File: src/hdl/i2m_defines.svh
/*
 * Register offsets, field positions and reset values of the I2C master sequencer.
 * Assumes it is included by bare name from the design module.
 */
`ifndef I2M_DEFINES_SVH
`define I2M_DEFINES_SVH

// ****************************************************************
// Register offsets
// ****************************************************************
`define I2M_REG_CON2   2'h0
`define I2M_REG_BUF    2'h1
`define I2M_REG_RATE   2'h2
`define I2M_REG_STAT   2'h3

// ****************************************************************
// Second control register fields
// ****************************************************************
`define I2M_CON_START  0
`define I2M_CON_RSTART 1
`define I2M_CON_STOP   2
`define I2M_CON_RECV   3
`define I2M_CON_ACKSEQ 4
`define I2M_CON_ACKDT  5
`define I2M_CON_ACKST  6

// ****************************************************************
// Port status register fields
// ****************************************************************
`define I2M_ST_FULL    0
`define I2M_ST_OVER    1
`define I2M_ST_SIF     2
`define I2M_ST_START   3
`define I2M_ST_STOP    4
`define I2M_ST_BCOL    5
`define I2M_ST_WRITE_COLLISION_FLAG    6

// ****************************************************************
// Reset values
// ****************************************************************
`define I2M_RATE_RST   8'h18

`endif

File: src/hdl/i2m_pkg.sv
/*
 * Types of the I2C master sequencer: sequence states, bit kinds, state record.
 * Assumes nothing of its surroundings.
 */
package i2m_pkg;

    // Sequencer states.
    typedef enum logic [4:0] {
        IDLE, ST_WAIT, ST_HOLD, RS_LOW, RS_SDA, RS_RISE, RS_HIGH, RS_HOLD,
        B_LOW, B_RISE, B_HIGH, SP_LOW, SP_RISE, SP_HIGH, SP_END
    } i2m_state_e;

    // Kind of bit train being clocked.
    typedef enum logic [1:0] {K_TX, K_RX, K_ACK} i2m_kind_e;

    // Whole state of the sequencer.
    typedef struct packed {
        i2m_state_e st;
        i2m_kind_e  kind;
        logic [6:0] bit_rate_counter;
        logic [3:0] bitn;
        logic [7:0] sh;
        logic [7:0] buff;
        logic [7:0] add;
        logic [7:0] rdata;
        logic       start_enable_bit;
        logic       repeat_start_enable_bit;
        logic       stop_enable_bit;
        logic       rcen;
        logic       acken;
        logic       ackdt;
        logic       ackstat;
        logic       bf;
        logic       ov;
        logic       s;
        logic       p;
        logic       sif;
        logic       bcl;
        logic       write_collision_flag;
        logic       scl_oe;
        logic       sda_oe;
        logic       scl_m;
        logic       scl_s;
        logic       sda_m;
        logic       sda_s;
    } i2m_state_s;

endpackage

File: src/hdl/i2m_master.sv
/*
 * I2C master sequencer: bit-rate counter, clock arbitration, Start, Repeated
 * Start, byte transmit and receive, acknowledge and Stop, with a register port.
 * Assumes ref_clk is twice the instruction rate, so each rising edge is one counter
 * tick, and that the pads resolve open-drain lines from the enables.
 */
`timescale 1ns/1ns
`include "i2m_defines.svh"

module i2m_master (
    input  wire logic       ref_clk,
    input  wire logic       rst_n,
    input  wire logic [1:0] reg_addr,
    input  wire logic [7:0] reg_wdata,
    input  wire logic       reg_wr,
    input  wire logic       reg_rd,
    output logic      [7:0] reg_rdata,
    input  wire logic       scl_in,
    output logic            scl_out,
    output logic            scl_oe,
    input  wire logic       sda_in,
    output logic            sda_out,
    output logic            sda_oe
);

    i2m_pkg::i2m_state_s r_q;
    i2m_pkg::i2m_state_s r_d;
    logic                tmo;
    logic                busy;
    logic                wl;

    // ****************************************************************
    // Helper functions
    // ****************************************************************

    // States in which the bit-rate counter runs.
    function automatic logic counting(input i2m_pkg::i2m_state_e st);
        counting = st inside {i2m_pkg::ST_WAIT, i2m_pkg::ST_HOLD, i2m_pkg::RS_SDA,
            i2m_pkg::RS_HIGH, i2m_pkg::RS_HOLD, i2m_pkg::B_LOW, i2m_pkg::B_HIGH,
            i2m_pkg::SP_LOW, i2m_pkg::SP_HIGH, i2m_pkg::SP_END};
    endfunction

    // Whether the current bit pulls SDA low.
    function automatic logic want_low(input i2m_pkg::i2m_kind_e k, input logic [3:0] n,
                                      input logic [7:0] sh, input logic ackdt);
        if (k == i2m_pkg::K_TX) begin
            want_low = (n < 4'h8) && !sh[7];
        end else if (k == i2m_pkg::K_ACK) begin
            want_low = !ackdt;
        end else begin
            want_low = 1'b0;
        end
    endfunction

    // Open drain: the lines are only ever pulled low.
    assign scl_out   = 1'b0;
    assign sda_out   = 1'b0;
    assign scl_oe    = r_q.scl_oe;
    assign sda_oe    = r_q.sda_oe;
    assign reg_rdata = r_q.rdata;

    // Counter timeout and busy status of the sequencer.
    assign tmo  = (r_q.bit_rate_counter == 7'h00);
    assign busy = (r_q.st != i2m_pkg::IDLE) || r_q.start_enable_bit || r_q.repeat_start_enable_bit || r_q.stop_enable_bit
                  || r_q.rcen || r_q.acken;
    assign wl   = want_low(r_q.kind, r_q.bitn, r_q.sh, r_q.ackdt);

    // ****************************************************************
    // Next-state logic
    // ****************************************************************

    // Synchronisers, register port and sequencer in one pass.
    always_comb begin
        r_d       = r_q;
        r_d.scl_m = scl_in;
        r_d.scl_s = r_q.scl_m;
        r_d.sda_m = sda_in;
        r_d.sda_s = r_q.sda_m;
        // Counter runs down to zero and halts there.
        if (counting(r_q.st) && !tmo) begin
            r_d.bit_rate_counter = r_q.bit_rate_counter - 7'h01;
        end
        // Register writes.
        if (reg_wr) begin
            if (reg_addr == `I2M_REG_CON2) begin
                r_d.ackdt = reg_wdata[`I2M_CON_ACKDT];
                if (!busy) begin
                    r_d.start_enable_bit   = reg_wdata[`I2M_CON_START];
                    r_d.repeat_start_enable_bit  = reg_wdata[`I2M_CON_RSTART];
                    r_d.stop_enable_bit   = reg_wdata[`I2M_CON_STOP];
                    r_d.rcen  = reg_wdata[`I2M_CON_RECV];
                    r_d.acken = reg_wdata[`I2M_CON_ACKSEQ];
                end
            end else if (reg_addr == `I2M_REG_BUF) begin
                if (busy) begin
                    r_d.write_collision_flag = 1'b1;
                end else begin
                    r_d.buff = reg_wdata;
                    r_d.sh   = reg_wdata;
                    r_d.bf   = 1'b1;
                    r_d.kind = i2m_pkg::K_TX;
                    r_d.bitn = 4'h0;
                    r_d.bit_rate_counter  = r_q.add[6:0];
                    r_d.st   = i2m_pkg::B_LOW;
                end
            end else if (reg_addr == `I2M_REG_RATE) begin
                r_d.add = reg_wdata;
            end else begin
                // Write one to clear; hardware sets below win.
                if (reg_wdata[`I2M_ST_OVER]) r_d.ov = 1'b0;
                if (reg_wdata[`I2M_ST_SIF]) r_d.sif = 1'b0;
                if (reg_wdata[`I2M_ST_BCOL]) r_d.bcl = 1'b0;
                if (reg_wdata[`I2M_ST_WRITE_COLLISION_FLAG]) r_d.write_collision_flag = 1'b0;
            end
        end
        // Register reads; reading a received byte empties the buffer.
        if (reg_rd) begin
            if (reg_addr == `I2M_REG_CON2) begin
                r_d.rdata = {1'b0, r_q.ackstat, r_q.ackdt, r_q.acken, r_q.rcen,
                             r_q.stop_enable_bit, r_q.repeat_start_enable_bit, r_q.start_enable_bit};
            end else if (reg_addr == `I2M_REG_BUF) begin
                r_d.rdata = r_q.buff;
                if (r_q.kind == i2m_pkg::K_RX) r_d.bf = 1'b0;
            end else if (reg_addr == `I2M_REG_RATE) begin
                r_d.rdata = r_q.add;
            end else begin
                r_d.rdata = {1'b0, r_q.write_collision_flag, r_q.bcl, r_q.p, r_q.s, r_q.sif,
                             r_q.ov, r_q.bf};
            end
        end
        // Sequencer.
        case (r_q.st)
            i2m_pkg::IDLE: begin
                if (r_q.start_enable_bit) begin
                    if (r_q.scl_s && r_q.sda_s) begin
                        r_d.bit_rate_counter = r_q.add[6:0];
                        r_d.st  = i2m_pkg::ST_WAIT;
                    end else if (!r_q.scl_s && !r_q.sda_s) begin
                        r_d.bcl = 1'b1;
                        r_d.start_enable_bit = 1'b0;
                    end
                end else if (r_q.repeat_start_enable_bit) begin
                    r_d.scl_oe = 1'b1;
                    r_d.st     = i2m_pkg::RS_LOW;
                end else if (r_q.stop_enable_bit) begin
                    r_d.scl_oe = 1'b1;
                    r_d.bit_rate_counter    = r_q.add[6:0];
                    r_d.st     = i2m_pkg::SP_LOW;
                end else if (r_q.rcen || r_q.acken) begin
                    r_d.kind   = r_q.rcen ? i2m_pkg::K_RX : i2m_pkg::K_ACK;
                    r_d.bitn   = 4'h0;
                    r_d.scl_oe = 1'b1;
                    r_d.bit_rate_counter    = r_q.add[6:0];
                    r_d.st     = i2m_pkg::B_LOW;
                end
            end
            i2m_pkg::ST_WAIT: begin
                if (!r_q.scl_s) begin
                    r_d.bcl = 1'b1;
                    r_d.start_enable_bit = 1'b0;
                    r_d.st  = i2m_pkg::IDLE;
                end else if (tmo) begin
                    if (r_q.sda_s) begin
                        r_d.sda_oe = 1'b1;
                        r_d.s      = 1'b1;
                        r_d.p      = 1'b0;
                        r_d.bit_rate_counter    = r_q.add[6:0];
                        r_d.st     = i2m_pkg::ST_HOLD;
                    end else begin
                        r_d.bcl = 1'b1;
                        r_d.start_enable_bit = 1'b0;
                        r_d.st  = i2m_pkg::IDLE;
                    end
                end
            end
            i2m_pkg::ST_HOLD: begin
                if (tmo) begin
                    r_d.start_enable_bit = 1'b0;
                    r_d.sif = 1'b1;
                    r_d.st  = i2m_pkg::IDLE;
                end
            end
            i2m_pkg::RS_LOW: begin
                if (!r_q.scl_s) begin
                    r_d.bit_rate_counter    = {1'b0, r_q.add[5:0]};
                    r_d.sda_oe = 1'b0;
                    r_d.st     = i2m_pkg::RS_SDA;
                end
            end
            i2m_pkg::RS_SDA: begin
                if (tmo) begin
                    if (r_q.sda_s) begin
                        r_d.scl_oe = 1'b0;
                        r_d.st     = i2m_pkg::RS_RISE;
                    end else begin
                        r_d.bcl    = 1'b1;
                        r_d.repeat_start_enable_bit   = 1'b0;
                        r_d.scl_oe = 1'b0;
                        r_d.st     = i2m_pkg::IDLE;
                    end
                end
            end
            i2m_pkg::RS_RISE: begin
                if (r_q.scl_s) begin
                    if (!r_q.sda_s) begin
                        r_d.bcl  = 1'b1;
                        r_d.repeat_start_enable_bit = 1'b0;
                        r_d.st   = i2m_pkg::IDLE;
                    end else begin
                        r_d.bit_rate_counter = r_q.add[6:0];
                        r_d.st  = i2m_pkg::RS_HIGH;
                    end
                end
            end
            i2m_pkg::RS_HIGH: begin
                if (!r_q.scl_s) begin
                    r_d.bcl  = 1'b1;
                    r_d.repeat_start_enable_bit = 1'b0;
                    r_d.st   = i2m_pkg::IDLE;
                end else if (tmo) begin
                    r_d.sda_oe = 1'b1;
                    r_d.s      = 1'b1;
                    r_d.p      = 1'b0;
                    r_d.bit_rate_counter    = r_q.add[6:0];
                    r_d.st     = i2m_pkg::RS_HOLD;
                end
            end
            i2m_pkg::RS_HOLD: begin
                if (tmo) begin
                    r_d.repeat_start_enable_bit = 1'b0;
                    r_d.sif  = 1'b1;
                    r_d.st   = i2m_pkg::IDLE;
                end
            end
            i2m_pkg::B_LOW: begin
                r_d.scl_oe = 1'b1;
                if (!r_q.scl_s) r_d.sda_oe = wl;
                if (tmo) begin
                    r_d.scl_oe = 1'b0;
                    r_d.st     = i2m_pkg::B_RISE;
                end
            end
            i2m_pkg::B_RISE: begin
                if (r_q.scl_s) begin
                    r_d.bit_rate_counter = r_q.add[6:0];
                    r_d.st  = i2m_pkg::B_HIGH;
                end
            end
            i2m_pkg::B_HIGH: begin
                if (tmo) begin
                    r_d.scl_oe = 1'b1;
                    r_d.sh     = {r_q.sh[6:0], r_q.sda_s};
                    r_d.bitn   = r_q.bitn + 4'h1;
                    r_d.bit_rate_counter    = r_q.add[6:0];
                    r_d.st     = i2m_pkg::B_LOW;
                    if (r_q.kind == i2m_pkg::K_TX && r_q.bitn == 4'h7) r_d.bf = 1'b0;
                    if (r_q.kind != i2m_pkg::K_RX && !wl && !r_q.sda_s
                        && !(r_q.kind == i2m_pkg::K_TX && r_q.bitn == 4'h8)) begin
                        // Lost arbitration: let go of both lines.
                        r_d.bcl    = 1'b1;
                        r_d.scl_oe = 1'b0;
                        r_d.sda_oe = 1'b0;
                        r_d.acken  = 1'b0;
                        r_d.st     = i2m_pkg::IDLE;
                    end else if (r_q.kind == i2m_pkg::K_TX && r_q.bitn == 4'h8) begin
                        r_d.ackstat = r_q.sda_s;
                        r_d.sif     = 1'b1;
                        r_d.st      = i2m_pkg::IDLE;
                    end else if (r_q.kind == i2m_pkg::K_RX && r_q.bitn == 4'h7) begin
                        r_d.buff = {r_q.sh[6:0], r_q.sda_s};
                        r_d.ov   = r_q.ov | r_q.bf;
                        r_d.bf   = 1'b1;
                        r_d.rcen = 1'b0;
                        r_d.sif  = 1'b1;
                        r_d.st   = i2m_pkg::IDLE;
                    end else if (r_q.kind == i2m_pkg::K_ACK) begin
                        r_d.acken = 1'b0;
                        r_d.sif   = 1'b1;
                        r_d.st    = i2m_pkg::IDLE;
                    end
                end
            end
            i2m_pkg::SP_LOW: begin
                r_d.scl_oe = 1'b1;
                if (!r_q.scl_s) r_d.sda_oe = 1'b1;
                if (tmo) begin
                    r_d.scl_oe = 1'b0;
                    r_d.st     = i2m_pkg::SP_RISE;
                end
            end
            i2m_pkg::SP_RISE: begin
                if (r_q.scl_s) begin
                    r_d.bit_rate_counter = r_q.add[6:0];
                    r_d.st  = i2m_pkg::SP_HIGH;
                end
            end
            i2m_pkg::SP_HIGH: begin
                if (tmo) begin
                    r_d.sda_oe = 1'b0;
                    r_d.bit_rate_counter    = r_q.add[6:0];
                    r_d.st     = i2m_pkg::SP_END;
                end
            end
            i2m_pkg::SP_END: begin
                if (r_q.scl_s && r_q.sda_s) begin
                    r_d.p = 1'b1;
                    r_d.s = 1'b0;
                end
                if (tmo) begin
                    r_d.stop_enable_bit = 1'b0;
                    r_d.sif = 1'b1;
                    r_d.st  = i2m_pkg::IDLE;
                end
            end
            default: begin
                r_d.st = i2m_pkg::IDLE;
            end
        endcase
    end

    // ****************************************************************
    // State register
    // ****************************************************************

    // All state is cleared to an idle, released bus, except the rate register, which loads 8'h18, and the four line synchronisers, which load 1.
    always_ff @(posedge ref_clk or negedge rst_n) begin
        if (!rst_n) begin
            r_q       <= '0;
            r_q.st    <= i2m_pkg::IDLE;
            r_q.add   <= `I2M_RATE_RST;
            r_q.scl_m <= 1'b1;
            r_q.scl_s <= 1'b1;
            r_q.sda_m <= 1'b1;
            r_q.sda_s <= 1'b1;
        end else begin
            r_q <= r_d;
        end
    end
endmodule

File: config.mk
export PLATFORM = sky130hd
export DESIGN_NAME = i2m_master
export DESIGN_NICKNAME = d
export VERILOG_FILES = /design/src/hdl/i2m_pkg.sv /design/src/hdl/i2m_master.sv
export VERILOG_INCLUDE_DIRS = /design/src /design/src/hdl
export SDC_FILE = /design/constraint.sdc
export NUM_CORES = 1
export LEC_CHECK = 0
export CAP_MARGIN = 5
export CORE_MARGIN = 1
export CORE_UTILIZATION = 58
export DETAILED_ROUTE_END_ITERATION = 10
export DONT_BUFFER_PORTS = 1
export PLACE_DENSITY = 0.75
export SETUP_SLACK_MARGIN = 0.02
export SKIP_CTS_REPAIR_TIMING = 1
export SYNTH_ARGS = -nofsm -noshare
export SYNTH_HDL_FRONTEND = slang
export SYNTH_SLANG_ARGS = --single-unit
File: constraint.sdc
create_clock -name ref_clk -period 2.34 [get_ports ref_clk]
set_input_delay 0.117 -clock ref_clk [delete_from_list [all_inputs] [get_ports ref_clk]]
set_output_delay 0.117 -clock ref_clk [all_outputs]
set_load 0.02 [all_outputs]
==> impl_metrics.py <==
metrics = {
    "final_layout": {
        "regArea_um2": 1760,
        "drive_gt1_frac": 0.262,
        "diodes": 0,
        "areaGrowthSynthToFinish_pct": 20.5,
        "fill_cells": 594,
        "finalNetCount": 629,
        "multi_input_area_um2": 2890,
        "postLayoutCoreUtil": 0.736,
        "fin_cells": 716,
    },
    "placement": {
        "dp_hpwl_um": 11100,
        "dp.cells": 679,
        "dp_slack_ns": -0.102,
        "place_congestion": 0.997,
        "numPortBuffers": 0,
    },
    "route": {
        "via_per_inst": 6.73,
        "wl_per_cell_um": 22.7,
        "via_count": 4822,
        "drt_wl_total_um": 16300,
        "drt-initial-drc-count": 456,
        "ant_nets": 0,
        "drtPass1Iterations": 6,
        "drc": 0,
    },
    "hold_path": {
        "worst_hold_path_type": "in2reg",
    },
    "setup_path": {
        "max_stage_delay_ns": 0.60,
        "worst-path-max-fanout": 8,
        "crit_path_top_delay_cell": "or4_4",
        "arrival_ns": 2.57,
        "crit_type": "reg2reg",
        "start_kind": "register",
        "crit_path_cell_trace": "or4_4 > nor4_4 > buf_6 > a21oi_1 > and2_1 > o32a_1 > o221ai_2 > o2111ai_1",
        "cp.required_ns": 2.54,
        "cp-end-kind": "register",
    },
    "timing": {
        "final_hold_viol_count": 4,
        "max_freq_ghz": 0.424,
        "layout_worst_path_cycle_share": 1.01,
        "whs_ns": -0.0185,
        "setup_viol": 2,
        "clock_skew_ns": 0.0181,
        "slew_violations": 0,
        "setup_ws_ns": -0.0206,
        "period_minus_slack_ns": 2.36,
        "max_slew_margin": 0.542,
        "grt_setup_unrepaired": "yes",
        "worst_pin_slew_ns": 0.678,
    },
    "logic_synthesis": {
        "yosys_most_used_dff": "dfrtp_1",
        "syn_area_per_cell_um2": 8.54,
        "synth-seq-cells": 70,
        "syn_area_um2": 4800,
        "yosys_warnings": 0,
        "synthDistinctLibCells": 79,
        "synth_edf_count": 0,
        "synth.area.top_cells": "dfrtp_1 (33%), a21oi_1 (5.7%), mux2_2 (4.9%), nand2_1 (4.5%), o21ai_0 (4.5%)",
        "ys_seq_area_frac": 0.367,
        "yosysMostFrequentCell": "dfrtp_1",
        "synth_top_area_cell": "dfrtp_1",
        "synthCells": 562,
        "synthArstFlopShare": 1.00,
        "synthTopCellsByCount": "dfrtp_1 (64), nand2_1 (58), a21oi_1 (55)",
        "synth_top_area_share": 0.334,
    },
    "cts": {
        "clkTransAtPathRegs_ns": 0.09,
        "cts-root-buf": "clkbuf_8",
        "clock_latency_ns": 0.35,
        "cts.sinks": 70,
        "cts_buffers": 9,
        "clockBufferDepth": 2,
        "cts.htree.levels": 3,
        "cts_tree": "done",
    },
    "floorplanning": {
        "rows": 32,
        "die_h_um": 92.9,
        "coreArea_um2": 7850,
        "dieArea_um2": 8640,
        "ios": 28,
        "die_x_um": 92.9,
        "initial_utilization": 0.611,
    },
    "global_routing": {
        "grt_overflow": 0,
        "grt_pass1_wl_um": 24300,
        "grt_pass1_vias": 4504,
        "grt_usage": 0.371,
        "grt_max_degree": 71,
        "antenna_found_initial": 0,
    },
    "flow_run": {
        "maxCapViolations": 0,
    },
    "pwr": {
        "ir_drop_uv": 527,
        "p_leak_nw": 2.35,
        "power_density_nw_per_um2": 1100,
    },
    "outcome": {
        "failed_checks": "negative hold slack, negative setup slack",
        "status": "complete, but fails checks",
    },
}
-- final timing paths --
kind	endpoint	slack, ns	startpoint	cells after the start
min reg2reg	r_q[0]	0.36	r_d[0]	0
min in group asynchronous	r_q[42]	0.32	rst_n	2
max in group asynchronous	r_q[0]	1.68	rst_n	2
min	r_q[6]	-0.02	reg_wr	2
max reg2reg	r_q[62]	-0.02	r_q[15]	8
max	r_q[62]	-0.02	r_q[15]	8
-- critical path: cells and delay by family, from the launching register on --
kind | cells | cell delay [ns]
AOI/OAI and AO/OA | 4 | 0.59
buffers and inverters | 1 | 0.17
DFF | 1 | 0.39
and+or+nand+nor | 3 | 1.08
-- cells in the final DEF (no fill, tap or decap), types with 3 or more instances in the layout --
| cell | synthesis | layout |
|---|---|---|
| xnor2_1 | 4 | 3 |
| nand3_1 | 14 | 13 |
| or3_1 | 7 | 5 |
| mux2_2 | 21 | 21 |
| o21ai_0 | 43 | 40 |
| nand4_1 | 5 | 5 |
| dfrtp_1 | 64 | 61 |
| or2_2 | 3 | 3 |
| o221ai_1 | 3 | 3 |
| buf_4 | 10 | 64 |
| o31ai_1 | 3 | 3 |
| a21o_1 | 6 | 6 |
| clkbuf_8 | 0 | 9 |
| buf_6 | 1 | 6 |
| nand3b_1 | 3 | 3 |
| dlygate4sd3_1 | 0 | 15 |
| dfrtp_2 | 0 | 3 |
| inv_1 | 7 | 5 |
| or4_4 | 2 | 3 |
| a211oi_1 | 5 | 4 |
| nor3_1 | 12 | 10 |
| a22oi_1 | 3 | 3 |
| o22ai_1 | 6 | 6 |
| nand2b_1 | 12 | 12 |
| and2_1 | 13 | 13 |
| nor4_1 | 4 | 3 |
| ha_1 | 4 | 3 |
| a21oi_1 | 55 | 55 |
| o21ai_1 | 5 | 8 |
| dfstp_2 | 6 | 6 |
| and3_1 | 7 | 6 |
| a31oi_1 | 15 | 15 |
| conb_1 | 1 | 3 |
| mux4_2 | 7 | 7 |
| nor2_1 | 46 | 44 |
| nor2b_1 | 5 | 5 |
| a221oi_1 | 4 | 4 |
| nand2_1 | 58 | 58 |
-- final cells by class --
class / instances / area share
Clock inverter: 6 / 0.0162
Inverter: 8 / 0.00585
Clock buffer: 10 / 0.0221
Multi-Input combinational cell: 433 / 0.501
Tap cell: 102 / 0.0221
Timing Repair Buffer: 87 / 0.128
Sequential cell: 70 / 0.305
-- report_power, final --
group	switching, mW	leakage (nW)	internal (mW)
clock network	0.515	0.107	0.611
logic	1.71	1.41	1.40
registers	0.490	0.836	1.62
-- per-stage QoR --
step	TNS, ns	total power [mW]	instance area (um^2)
6_report	-0.0275	6.35	5780
3_5_place_dp	-1.06	4.84	5190
4_1_cts	-1.16	5.95	5410
2_1_floorplan	0	3.95	4830
5_1_grt	-0.271	6.67	5780
3_3_place_gp	-0.0611	4.76	5190
-- state kept, by name, summed over array words and instances, names as in the netlist --
name / cells
r_d: 2
r_q: 58
reg_rdata: 8
scl_oe: 1
sda_oe: 1
-- logic make-up (layout without fill, tap and decap cells) --
family                   count (synthesis)  after routing  share of synthesized area
flip-flops                              70             70                      0.367
AO/OA/AOI/OAI                          179            179                      0.234
multiplexers                            30             30                     0.0863
adder cells (fa/ha/maj)                  4              4                     0.0104
buffers and inverters                   61            111                     0.0592
AND/OR/NAND/NOR                        209            209                      0.226
XOR/XNOR                                 8              8                     0.0162
other                                    1              3                   0.000782
-- per-layer routing --
layer	global-route usage	wire, um	vias up
met5	0	0	-
met2	0.572	7630	308
li1	-	-	2163
met1	0.516	6440	2302
met4	0.147	648	0
met3	0.0673	1540	49
(Power assumes the default switching activity.)
